`src/logic/fsf_defs.vh`:
```
`ifndef FSF_DEFS_VH
`define FSF_DEFS_VH

// ==========================================================================
// Register map of the plain register port (word indices).
`define FSF_REG_AE_OFF    4'h0
`define FSF_REG_AF_OFF    4'h1
`define FSF_REG_STATUS    4'h2
`define FSF_REG_RLEVEL    4'h3
`define FSF_REG_IRQ_STAT  4'h4
`define FSF_REG_IRQ_MASK  4'h5

// ==========================================================================
// Reset values and field layouts.
`define FSF_OFF_DEFAULT   14'h0007
`define FSF_IRQ_W         4
`define FSF_IRQ_FULL      0
`define FSF_IRQ_EMPTY     1
`define FSF_IRQ_WR_DROP   2
`define FSF_IRQ_RD_DROP   3
`define FSF_STAT_EMPTY_N  0
`define FSF_STAT_AE_N     1
`define FSF_STAT_AF_N     2
`define FSF_STAT_FULL_N   3
`define FSF_STAT_MODE     4

// ==========================================================================
// Pin synchroniser layout and idle value.
`define FSF_PIN_W         14
`define FSF_PIN_RESET_N   13
`define FSF_PIN_WEN_A_N   12
`define FSF_PIN_WEN_B     11
`define FSF_PIN_REN_A_N   10
`define FSF_PIN_REN_B_N   9
`define FSF_PIN_IDLE      14'h3600

`endif

```
`src/logic/fsf_fifo_flags.v`:
```
// Summary of operation
// RULE1: Empty flag low when no words; blocks reads.
// RULE2: Empty flag updates on read side clock.
// RULE3: Almost-empty low within programmed offset of empty.
// RULE4: Almost-empty offset defaults to seven after reset.
// RULE5: Almost-empty flag updates on read side clock.
// RULE6: Almost-full low within programmed offset of full.
// RULE7: Almost-full offset defaults to seven after reset.
// RULE8: Almost-full flag updates on write side clock.
// RULE9: Full flag low when full; ignores writes.
// RULE10: Full flag updates on write side clock.
// RULE11: Reset clears pointers and forces flag levels.
// RULE12: Read when both read enables low, not empty.
// RULE13: Write when write enables asserted, not full.
// RULE14: Second write pin sampled at reset selects role.
// RULE15: Depth is a parameter from the listed sizes.
// RULE16: Crossing pointers are Gray coded and synchronised.
`timescale 1ns/1ns
`default_nettype none
`include "fsf_defs.vh"

module fsf_fifo_flags #(
  parameter integer DEPTH = 64
) (
  input  wire        clk,
  input  wire        sys_rst,
  input  wire        clk_en,
  input  wire        reset_n,
  input  wire        write_enable_a_n,
  input  wire        write_enable_b_or_load,
  input  wire        read_enable_a_n,
  input  wire        read_enable_b_n,
  input  wire [8:0]  data_in,
  output reg  [8:0]  data_out_q,
  output reg         empty_flag_n,
  output reg         almost_empty_n,
  output reg         almost_full_n,
  output reg         full_flag_n,
  input  wire [3:0]  reg_addr,
  input  wire [15:0] reg_wdata,
  input  wire        reg_wr,
  input  wire        reg_rd,
  output reg  [15:0] reg_rdata_q,
  output wire        irq
);

  localparam integer AW = $clog2(DEPTH);
  localparam integer W  = AW + 1;
  localparam [13:0]  OFF_DEF = `FSF_OFF_DEFAULT;
  localparam [W:0]   DEPTH_X = DEPTH[W:0];

  // ========================================================================
  // Helpers.
  function [W-1:0] bin2gray;
    input [W-1:0] b;
    begin
      bin2gray = b ^ (b >> 1);
    end
  endfunction

  function [W-1:0] gray2bin;
    input [W-1:0] g;
    integer i;
    begin
      gray2bin[W-1] = g[W-1];
      for (i = W - 2; i >= 0; i = i - 1) begin
        gray2bin[i] = gray2bin[i+1] ^ g[i];
      end
    end
  endfunction

  // ========================================================================
  // Pin synchronisers. Data travels with its enables so both stay aligned.
  reg  [`FSF_PIN_W-1:0] pin_s1_q;
  reg  [`FSF_PIN_W-1:0] pin_s2_q;
  wire [`FSF_PIN_W-1:0] pin_raw = {reset_n, write_enable_a_n, write_enable_b_or_load,
                                   read_enable_a_n, read_enable_b_n, data_in};

  always @(posedge clk) begin
    if (sys_rst) begin
      pin_s1_q <= `FSF_PIN_IDLE;
      pin_s2_q <= `FSF_PIN_IDLE;
    end else if (clk_en) begin
      pin_s1_q <= pin_raw;
      pin_s2_q <= pin_s1_q;
    end
  end

  wire fifo_rst = sys_rst | ~pin_s2_q[`FSF_PIN_RESET_N];

  // ========================================================================
  // Port role strap. It is caught by the clock while the reset pin is low.
  reg two_wen_q;

  always @(posedge clk) begin
    if (sys_rst) begin
      two_wen_q <= 1'b1;
    end else if (clk_en && !pin_s2_q[`FSF_PIN_RESET_N]) begin
      two_wen_q <= pin_s2_q[`FSF_PIN_WEN_B]; // RULE14
    end
  end

  // In single-enable mode the second pin no longer gates writes.
  wire wr_req = !pin_s2_q[`FSF_PIN_WEN_A_N] &&
                (!two_wen_q || pin_s2_q[`FSF_PIN_WEN_B]); // RULE14
  wire rd_req = !pin_s2_q[`FSF_PIN_REN_A_N] && !pin_s2_q[`FSF_PIN_REN_B_N];
  wire wr_ok  = wr_req && full_flag_n; // RULE13 RULE9
  wire rd_ok  = rd_req && empty_flag_n; // RULE12 RULE1

  // ========================================================================
  // Storage and pointers.
  reg  [8:0]   mem_q [0:DEPTH-1];
  reg  [W-1:0] wbin_q;
  reg  [W-1:0] rbin_q;
  reg  [W-1:0] wgray_q;
  reg  [W-1:0] rgray_q;
  reg  [W-1:0] wgray_s1_q;
  reg  [W-1:0] wgray_s2_q;
  reg  [W-1:0] rgray_s1_q;
  reg  [W-1:0] rgray_s2_q;
  wire [W-1:0] wbin_d = wr_ok ? wbin_q + {{(W-1){1'b0}}, 1'b1} : wbin_q;
  wire [W-1:0] rbin_d = rd_ok ? rbin_q + {{(W-1){1'b0}}, 1'b1} : rbin_q;

  always @(posedge clk) begin
    if (clk_en && wr_ok) begin
      mem_q[wbin_q[AW-1:0]] <= pin_s2_q[8:0];
    end
  end

  always @(posedge clk) begin
    if (fifo_rst) begin
      wbin_q     <= {W{1'b0}}; // RULE11
      rbin_q     <= {W{1'b0}}; // RULE11
      wgray_q    <= {W{1'b0}};
      rgray_q    <= {W{1'b0}};
      wgray_s1_q <= {W{1'b0}};
      wgray_s2_q <= {W{1'b0}};
      rgray_s1_q <= {W{1'b0}};
      rgray_s2_q <= {W{1'b0}};
      data_out_q <= 9'h000;
    end else if (clk_en) begin
      wbin_q     <= wbin_d;
      rbin_q     <= rbin_d;
      wgray_q    <= bin2gray(wbin_d); // RULE16
      rgray_q    <= bin2gray(rbin_d); // RULE16
      wgray_s1_q <= wgray_q; // RULE16
      wgray_s2_q <= wgray_s1_q;
      rgray_s1_q <= rgray_q; // RULE16
      rgray_s2_q <= rgray_s1_q;
      if (rd_ok) begin
        data_out_q <= mem_q[rbin_q[AW-1:0]]; // RULE12
      end
    end
  end

  // ========================================================================
  // Flags. Each side sees the other pointer late, so its flags are
  // pessimistic: they may report fuller or emptier, never less so.
  reg  [W-1:0] ae_off_q;
  reg  [W-1:0] af_off_q;
  wire [W-1:0] wbin_rs = gray2bin(wgray_s2_q); // RULE16
  wire [W-1:0] rbin_ws = gray2bin(rgray_s2_q); // RULE16
  wire [W-1:0] rlevel  = wbin_rs - rbin_d;
  wire [W-1:0] wlevel  = wbin_d - rbin_ws;
  wire [W:0]   wsum    = {1'b0, wlevel} + {1'b0, af_off_q};

  always @(posedge clk) begin
    if (fifo_rst) begin
      empty_flag_n   <= 1'b0; // RULE11
      almost_empty_n <= 1'b0; // RULE11
      almost_full_n  <= 1'b1; // RULE11
      full_flag_n    <= 1'b1; // RULE11
    end else if (clk_en) begin
      empty_flag_n   <= (rlevel != {W{1'b0}}); // RULE1 RULE2
      almost_empty_n <= (rlevel > ae_off_q); // RULE3 RULE5
      almost_full_n  <= (wsum < DEPTH_X); // RULE6 RULE8 RULE15
      full_flag_n    <= ({1'b0, wlevel} != DEPTH_X); // RULE9 RULE10 RULE15
    end
  end

  // ========================================================================
  // Register port and interrupts.
  reg  [`FSF_IRQ_W-1:0] irq_stat_q;
  reg  [`FSF_IRQ_W-1:0] irq_mask_q;
  reg                   full_n_prev_q;
  reg                   empty_n_prev_q;
  wire [`FSF_IRQ_W-1:0] irq_ev;
  wire [`FSF_IRQ_W-1:0] irq_clr;

  assign irq_ev[`FSF_IRQ_FULL]    = full_n_prev_q && !full_flag_n;
  assign irq_ev[`FSF_IRQ_EMPTY]   = empty_n_prev_q && !empty_flag_n;
  assign irq_ev[`FSF_IRQ_WR_DROP] = wr_req && !full_flag_n;
  assign irq_ev[`FSF_IRQ_RD_DROP] = rd_req && !empty_flag_n;
  assign irq_clr = (reg_wr && reg_addr == `FSF_REG_IRQ_STAT) ?
                   reg_wdata[`FSF_IRQ_W-1:0] : {`FSF_IRQ_W{1'b0}};
  assign irq = |(irq_stat_q & irq_mask_q);

  always @(posedge clk) begin
    if (fifo_rst) begin
      ae_off_q <= OFF_DEF[W-1:0]; // RULE4
      af_off_q <= OFF_DEF[W-1:0]; // RULE7
    end else if (clk_en && reg_wr) begin
      if (reg_addr == `FSF_REG_AE_OFF) begin
        ae_off_q <= reg_wdata[W-1:0];
      end
      if (reg_addr == `FSF_REG_AF_OFF) begin
        af_off_q <= reg_wdata[W-1:0];
      end
    end
  end

  always @(posedge clk) begin
    if (sys_rst) begin
      irq_stat_q     <= {`FSF_IRQ_W{1'b0}};
      irq_mask_q     <= {`FSF_IRQ_W{1'b0}};
      full_n_prev_q  <= 1'b1;
      empty_n_prev_q <= 1'b0;
      reg_rdata_q    <= 16'h0000;
    end else if (clk_en) begin
      full_n_prev_q  <= full_flag_n;
      empty_n_prev_q <= empty_flag_n;
      // A new event in the clearing cycle keeps its bit set.
      irq_stat_q     <= (irq_stat_q & ~irq_clr) | irq_ev;
      if (reg_wr && reg_addr == `FSF_REG_IRQ_MASK) begin
        irq_mask_q <= reg_wdata[`FSF_IRQ_W-1:0];
      end
      reg_rdata_q <= 16'h0000;
      if (reg_rd) begin
        case (reg_addr)
          `FSF_REG_AE_OFF:   reg_rdata_q[W-1:0] <= ae_off_q;
          `FSF_REG_AF_OFF:   reg_rdata_q[W-1:0] <= af_off_q;
          `FSF_REG_STATUS: begin
            reg_rdata_q[`FSF_STAT_EMPTY_N] <= empty_flag_n;
            reg_rdata_q[`FSF_STAT_AE_N]    <= almost_empty_n;
            reg_rdata_q[`FSF_STAT_AF_N]    <= almost_full_n;
            reg_rdata_q[`FSF_STAT_FULL_N]  <= full_flag_n;
            reg_rdata_q[`FSF_STAT_MODE]    <= two_wen_q;
          end
          `FSF_REG_RLEVEL:   reg_rdata_q[W-1:0] <= wbin_q - rbin_q;
          `FSF_REG_IRQ_STAT: reg_rdata_q[`FSF_IRQ_W-1:0] <= irq_stat_q;
          `FSF_REG_IRQ_MASK: reg_rdata_q[`FSF_IRQ_W-1:0] <= irq_mask_q;
          default:           reg_rdata_q <= 16'h0000;
        endcase
      end
    end
  end

endmodule

`default_nettype wire

```
`config.mk`:
```
export PLATFORM = sky130hd
export DESIGN_NAME = fsf_fifo_flags
export DESIGN_NICKNAME = d
export VERILOG_FILES = /design/src/logic/fsf_fifo_flags.v
export VERILOG_INCLUDE_DIRS = /design/src /design/src/logic
export SDC_FILE = /design/constraint.sdc
export NUM_CORES = 1
export LEC_CHECK = 0
export ABC_AREA = 1
export BUFFER_PORTS_ARGS = -buffer_cell sky130_fd_sc_hd__buf_4
export CAP_MARGIN = 40
export CORE_MARGIN = 2
export CORE_UTILIZATION = 63
export DETAILED_ROUTE_END_ITERATION = 10
export HOLD_SLACK_MARGIN = 0.1
export PLACE_DENSITY = 0.77
export SETUP_SLACK_MARGIN = 0.4
export SLEW_MARGIN = 20
export SYNTH_ARGS = -nofsm -noshare
export SYNTH_HDL_FRONTEND = slang
export SYNTH_SLANG_ARGS = --single-unit
```
`constraint.sdc`:
```
create_clock -name clk -period 3.5 [get_ports clk]
set_input_delay 0.7 -clock clk [delete_from_list [all_inputs] [get_ports clk]]
set_output_delay 0.7 -clock clk [all_outputs]
set_load 0.01 [all_outputs]
```
==> results.toml, run 1 <==
[outcome]
status = "complete, no violations"

[sta]
min_period_over_period_pct = 92.8
worst_pin_slew_ps = 1030
grt_setup_unrepaired = "true"
finalSetupViolCount = 0
setup_tns_ps = 0
final-hold-violation-count = 0
fmax_mhz = 308
worst_clock_skew_ps = 16.1
finalMaxSlewViolations = 0
hold_slack_ps = 310
fin_crit_ps = 3250
relSlewSlack_pct = 31.6

[floorplanning]
rows = 80
start_util_pct = 64.1
die_w_um = 225
fp.coreArea_um2 = 47900
dieHeight_um = 225
io_pins = 69
die_area_um2 = 50500

[synthesis]
synth_edf_count = 576
ys_async_sr_fraction_pct = 0
ys_top_cells_by_count = "nand2_1, edfxtp_1, nor2_1"
netlist_instances = 3207
post_synth_num_cell_types = 40
yosys_register_bits = 703
synth_flop_cell = "edfxtp_1"
netlist_area_um2 = 30700
synth.area.top_cells = "edfxtp_1, nand2_1, dfxtp_1"
synth_xor_area_share_pct = 0.623
syn_avg_cell_area_um2 = 9.58
synth_most_common_cell = "nand2_1"
synth_top_area_cell = "edfxtp_1"
yosys.area_share.simple_pct = 22.3
synth_fa_ha_area_share_pct = 1.54
synth_compound_area_share_pct = 5.35
yosysTopAreaCellShare_pct = 56.3
synth_mux_area_share_pct = 0
yosysSeqAreaShare_pct = 64.6
synth_top_family_by_area = "simple AND/OR/NAND/NOR gates"
yosysWarnings = 0

[clock_tree]
cts_made_buffers = 70
cts.sinks = 703
clock_latency_ps = 610
cts_tree = "yes"
cts.path.max_buffers = 3
cts_hold_buf = 0
clkSlewWorstSetupHoldPaths_ps = 60
cts.htree.levels = 3
root_buffer = "clkbuf_16"

[pwr]
p_seq_share_pct = 52.6
p_sw_share_pct = 22.6
p_int_mw = 13.6
leakagePower_nw = 14.1
p_sw_mw = 3.95
pwr-share-comb_pct = 7.3
powerDensity_nw_per_um2 = 503
total_power_mw = 17.5
clockPowerShare_pct = 40.0
irDropWorstVdd_mv = 0.493

[critical_path]
end_kind = "register"
required_ps = 4030
cp.arrival_ps = 3780
cp_max_fo = 3
critical_path.startpoint_type = "register"
worstSetupPathType = "register to register"

[global_routing]
overflow = 0
antenna_found_initial = 1
grt_pass1_wl_um = 119000
track_usage_pct = 30.7
first_global_vias = 21800
grt_max_degree = 208

[placement]
io_buffers = 50
gp_congestion = 0.971
placed_area_um2 = 31900
hpwl_um = 46400

[detailed_routing]
routed-via-count = 22900
antenna_left = 0
post_drt_wl_per_cell_um = 19.6
drt_iter0_drc = 2835
drc = 0
wl_um = 77900
vias_per_cell = 5.77
dr.pass1.iters = 6

[final_layout]
fillers = 3299
drive_above_1_share_pct = 11.5
postLayoutCellArea_um2 = 34800
fin_util_pct = 72.6
nets = 3383
synthToLayoutAreaGrowth_pct = 13.3
n_antenna_cell = 0

[run]
maxCapViolCount = 0

[hold_path]
min-delay-path-class = "primary input to register"
## worst max-delay path, stage by stage, from the launching register on
cell and delay (ps):
dfxtp_2 350, inv_2 40, nand2_2 70, nand2_4 70
xor2_2 190, nand2_2 100, nand3b_1 140, buf_4 170
nand3_2 60, nand2_2 60, nand2_1 50, nand2_1 50
ha_2 180, fa_2 380, o21ai_2 150, xor2_1 210
inv_1 110, ha_4 300, nand2_4 50, nor2_4 80
nand2_1 60, o211ai_1 80, nand3_1 90, a21oi_1 140
## registers in the layout (all words and copies together), names as in the netlist, 7 cells and up
| name | count |
|---|---|
| ae_off_q | 7 |
| af_off_q | 7 |
| data_out_q | 9 |
| mem_q | 576 |
| pin_s1_q | 14 |
| pin_s2_q | 14 |
| rbin_q | 7 |
| reg_rdata_q | 7 |
| rgray_s1_q | 7 |
| rgray_s2_q | 7 |
| wbin_q | 7 |
| wgray_s1_q | 7 |
| wgray_s2_q | 7 |
## power by group through the flow
stage / combinational [mW] / sequential (mW) / clock [mW]
after floorplan: 0.656 / 9.39 / 0
after global routing: 1.41 / 9.22 / 7.40
after global placement: 0.976 / 9.42 / 0
after CTS: 1.14 / 9.21 / 7.06
after detailed placement: 1.06 / 9.39 / 0
final: 1.28 / 9.22 / 7.01
## metrics by stage
| stage | instances | worst slack, ps |
|---|---|---|
| final | 3971 | 250 |
| after global routing | 3971 | 25.5 |
| after CTS | 3933 | 317 |
| after detailed placement | 3796 | 47.2 |
| after global placement | 3790 | 165 |
| after floorplan | 3215 | 414 |
## final cells by class
| type | instances | area [um2] | share of cell area, % |
|---|---|---|---|
| Clock buffer | 98 | 2000 | 5.75 |
| Clock inverter | 22 | 113 | 0.323 |
| Inverter | 261 | 990 | 2.84 |
| Multi-Input combinational cell | 2090 | 9530 | 27.4 |
| Sequential cell | 703 | 19900 | 57.1 |
| Tap cell | 615 | 769 | 2.21 |
| Timing Repair Buffer | 182 | 1540 | 4.42 |
## worst paths after layout
path / startpoint / endpoint / slack, ps / depth (start not counted)
max: wgray_s2_q[6] / almost_empty_n / 250 / 23
min: read_enable_b_n / pin_s1_q[9] / 310 / 3
max reg2reg: wgray_s2_q[6] / almost_empty_n / 250 / 23
min reg2reg: rgray_q[5] / rgray_s1_q[5] / 460 / 2
## per-layer routing
metal | routed length, um | part of all wire [%] | global-route usage, %
met5 | 0 | 0 | 0
met2 | 37700 | 48 | 50.4
met4 | 2970 | 3.8 | 13.2
met1 | 30300 | 39 | 40.6
met3 | 6950 | 8.9 | 5.49
## what timing repair did
action                                 CTS  global route
cloned                                   0             0
gates resized for setup                 46            47
setup endpoints to repair                2            21
pin swaps                               31            43
endpoints found under the hold margin    0             0
setup buffers                           17             6
## cell families after synthesis
kind of cell | Yosys count
and+or+nand+nor | 1706
DFF | 703
buffers and inverters | 422
AOI/OAI and AO/OA | 318
adders and majority gates | 36
xor gates and xnor gates | 21
other | 1
## cells in the final DEF, fill, tap and decap left out, types with 19 or more instances in the layout
cell,synthesis,routed
dfxtp_1,127,109
nor2_1,410,401
buf_4,12,168
nand2_2,0,19
clkbuf_16,0,73
a21oi_1,97,94
inv_1,255,245
o21ai_0,195,193
ha_1,33,25
nand3_1,279,273
edfxtp_1,576,576
nand2_1,982,958
Power figures use the tool's default switching activity.
==> run 2: changes to the inputs <==
--- a/config.mk
+++ b/config.mk
@@ -9,9 +9,10 @@
 export ABC_AREA = 1
 export BUFFER_PORTS_ARGS = -buffer_cell sky130_fd_sc_hd__buf_4
 export CAP_MARGIN = 40
-export CORE_MARGIN = 2
+export CORE_MARGIN = 1
 export CORE_UTILIZATION = 63
 export DETAILED_ROUTE_END_ITERATION = 10
+export GPL_TIMING_DRIVEN = 0
 export HOLD_SLACK_MARGIN = 0.1
 export PLACE_DENSITY = 0.77
 export SETUP_SLACK_MARGIN = 0.4
==> run 2 against run 1 <==
Global-route usage rose by 6.9 points. Final area rose by 2.3%. Via count rose by 7.0%. Hold slack got worse by 7.1 ps. Register-to-register slack got worse by 70 ps. Combinational power rose by 6%. Non-clock buffer count rose by 117. Utilization rose by 1.7 points. Critical endpoint unchanged. Highest routed layer unchanged.
==> results.toml, run 2 (same netlist as run 1, synthesis figures left out) <==
[placement]
dp_cells = 3916
io_buffers = 50
gp_congestion = 0.996
dpl_worst_slack_ps = -330
hpwl_um = 64000

[sta]
finalMaxSlewViolations = 0
relSlewSlack_pct = 38.9
worst_clock_skew_ps = 17.8
finalSetupViolCount = 0
min_period_over_period_pct = 94.8
setup_tns_ps = 0
fin_crit_ps = 3320
fmax_mhz = 301
grt_setup_unrepaired = "true"
final-hold-violation-count = 0
worst_pin_slew_ps = 916
worst_slack_ps = 181

[pwr]
p_int_mw = 14.1
powerDensity_nw_per_um2 = 513
clockPowerShare_pct = 42.0
leakagePower_nw = 14.5
p_seq_share_pct = 50.5
total_power_mw = 18.3
p_sw_mw = 4.22
p_sw_share_pct = 23.1
irDropWorstVdd_mv = 0.402
pwr-share-comb_pct = 7.5

[global_routing]
grt_pass1_wl_um = 137000
track_usage_pct = 37.6
overflow = 0
grt_max_degree = 66
antenna_found_initial = 0
gr-usage-met2_pct = 60.7
grt_most_used_layer = "met2"
use_met1_pct = 47.8
met3_usage_pct = 6.77
first_global_vias = 23000

[clock_tree]
cts_tree = "yes"
cts.path.max_buffers = 3
cts_made_buffers = 71
cts.htree.levels = 3
cts_hold_buf = 0
cts.sinks = 703
clkSlewWorstSetupHoldPaths_ps = 70
clock_latency_ps = 620
root_buffer = "clkbuf_16"

[floorplanning]
rows = 80
die_w_um = 223
dieHeight_um = 223
die_area_um2 = 49600
io_pins = 69
start_util_pct = 64.1
fp.coreArea_um2 = 47900

[hold_path]
hp-start = "sys_rst"
min-delay-path-class = "primary input to register"
hold_depth = 2
whs_endpoint = "reg_rdata_q[6]"

[detailed_routing]
post_drt_wl_per_cell_um = 22.7
drc = 0
vias_per_cell = 5.98
antenna_left = 0
dr.pass1.iters = 6
wl_um = 93100
routed-via-count = 24500
drt_iter0_drc = 3442

[critical_path]
end_kind = "register"
rr_endpoint = "almost_empty_n"
critical_path.startpoint_type = "register"
critPathSlowestCell = "dfxtp_4"
cp_max_fo = 10
worstSetupPathType = "register to register"
reg2regPathDepth = 18
critical_path.max_stage_delay_ps = 390
required_ps = 4050
crit_chain = "inv_4 -> buf_4 -> buf_4 -> xor2_2 -> ha_2 -> fa_2 -> inv_1 -> a31oi_2 -> inv_1 -> nand2_1 -> nand2_1 -> ha_1 -> nand2_2 -> nor2_4 -> nand2_1 -> o211ai_1 -> nand3_1 -> a21oi_1"
cp.arrival_ps = 3860
rrSetupSlack_ps = 180
crit_top_cell = "nand2_1"
reg2reg_from = "rbin_q[0]"

[outcome]
status = "complete, no violations"

[final_layout]
final_cell_mix = "nand2_1, edfxtp_1, nor2_1, nand3_1, inv_1"
n_antenna_cell = 0
drive_above_1_share_pct = 13.3
stdcell_count = 4100
synthToLayoutAreaGrowth_pct = 16.0
fin_util_pct = 74.3
largest_reg_flops = 576
final_common_cell = "nand2_1"
nets = 3501

[run]
maxCapViolCount = 0
[run 2: changes by cell type in the layout (fill, tap and decap cells not counted), moves of 7 or more]
| cell | change |
|---|---|
| buf_2 | +75 |
| clkbuf_1 | +50 |
| buf_4 | -32 |
| buf_1 | +16 |
| clkinv_2 | +9 |
| dfxtp_2 | -9 |
| dfxtp_4 | +9 |
| clkbuf_8 | -7 |
[run 2: worst max-delay path by stage]
stage	startpoint	to	slack [ps]	depth (start not counted)
after floorplan	wgray_s2_q[6]	almost_empty_n	410	23
after global placement	pin_s2_q[9]	almost_empty_n	-200	19
after detailed placement	pin_s2_q[9]	almost_empty_n	-330	19
after CTS	wgray_s2_q[6]	almost_empty_n	160	23
after global routing	wgray_s2_q[6]	almost_empty_n	40	24
final	rbin_q[0]	almost_empty_n	180	18
[run 2: metrics by stage]
stage | area [um2] | hold WS [ps]
after floorplan | 30800 | 429
after global placement | 31900 | 440
after detailed placement | 32300 | 444
after CTS | 35200 | 287
after global routing | 35600 | 302
final | 35600 | 302
[run 2: routing by layer]
layer | vias to the layer above | part of all wire, %
met1 | 11500 | 36
met4 | 0 | 7.2
met5 | - | 0
met2 | 1632 | 46
met3 | 386 | 11
li1 | 11000 | -
[run 2: power by group through the flow]
stage / clock (mW) / sequential, mW / combinational (mW)
after floorplan: 0 / 9.39 / 0.656
after global placement: 0 / 9.51 / 0.952
after detailed placement: 0 / 9.40 / 1.11
after CTS: 7.69 / 9.22 / 1.24
after global routing: 7.99 / 9.23 / 1.47
final: 7.68 / 9.23 / 1.36
[run 2: cell type report]
type	instances	area (um2)
well taps	615	769
repair buffers	138	1200
plain buffers	161	771
clock buffers	91	2010
inverters	261	982
clock inverters	41	350
flip-flops and latches	703	19900
fillers	3307	12300
multi-input cells	2090	9650
[run 2: what timing repair did]
action | in CTS | in global routing
setup buffers | 27 | 4
pin swaps | 43 | 39
endpoints found under the hold margin | 0 | 0
cloned | 0 | 0
endpoints found under the setup margin | 86 | 63
gates resized for setup | 82 | 45
[run 2: critical path: cells and delay by family, from the launching register on]
| family | cells | cell delay, ps |
|---|---|---|
| AOI/OAI and AO/OA | 3 | 410 |
| xor gates and xnor gates | 1 | 330 |
| adders and majority gates | 3 | 800 |
| buffers and inverters | 5 | 780 |
| DFF | 1 | 390 |
| and+or+nand+nor | 6 | 530 |
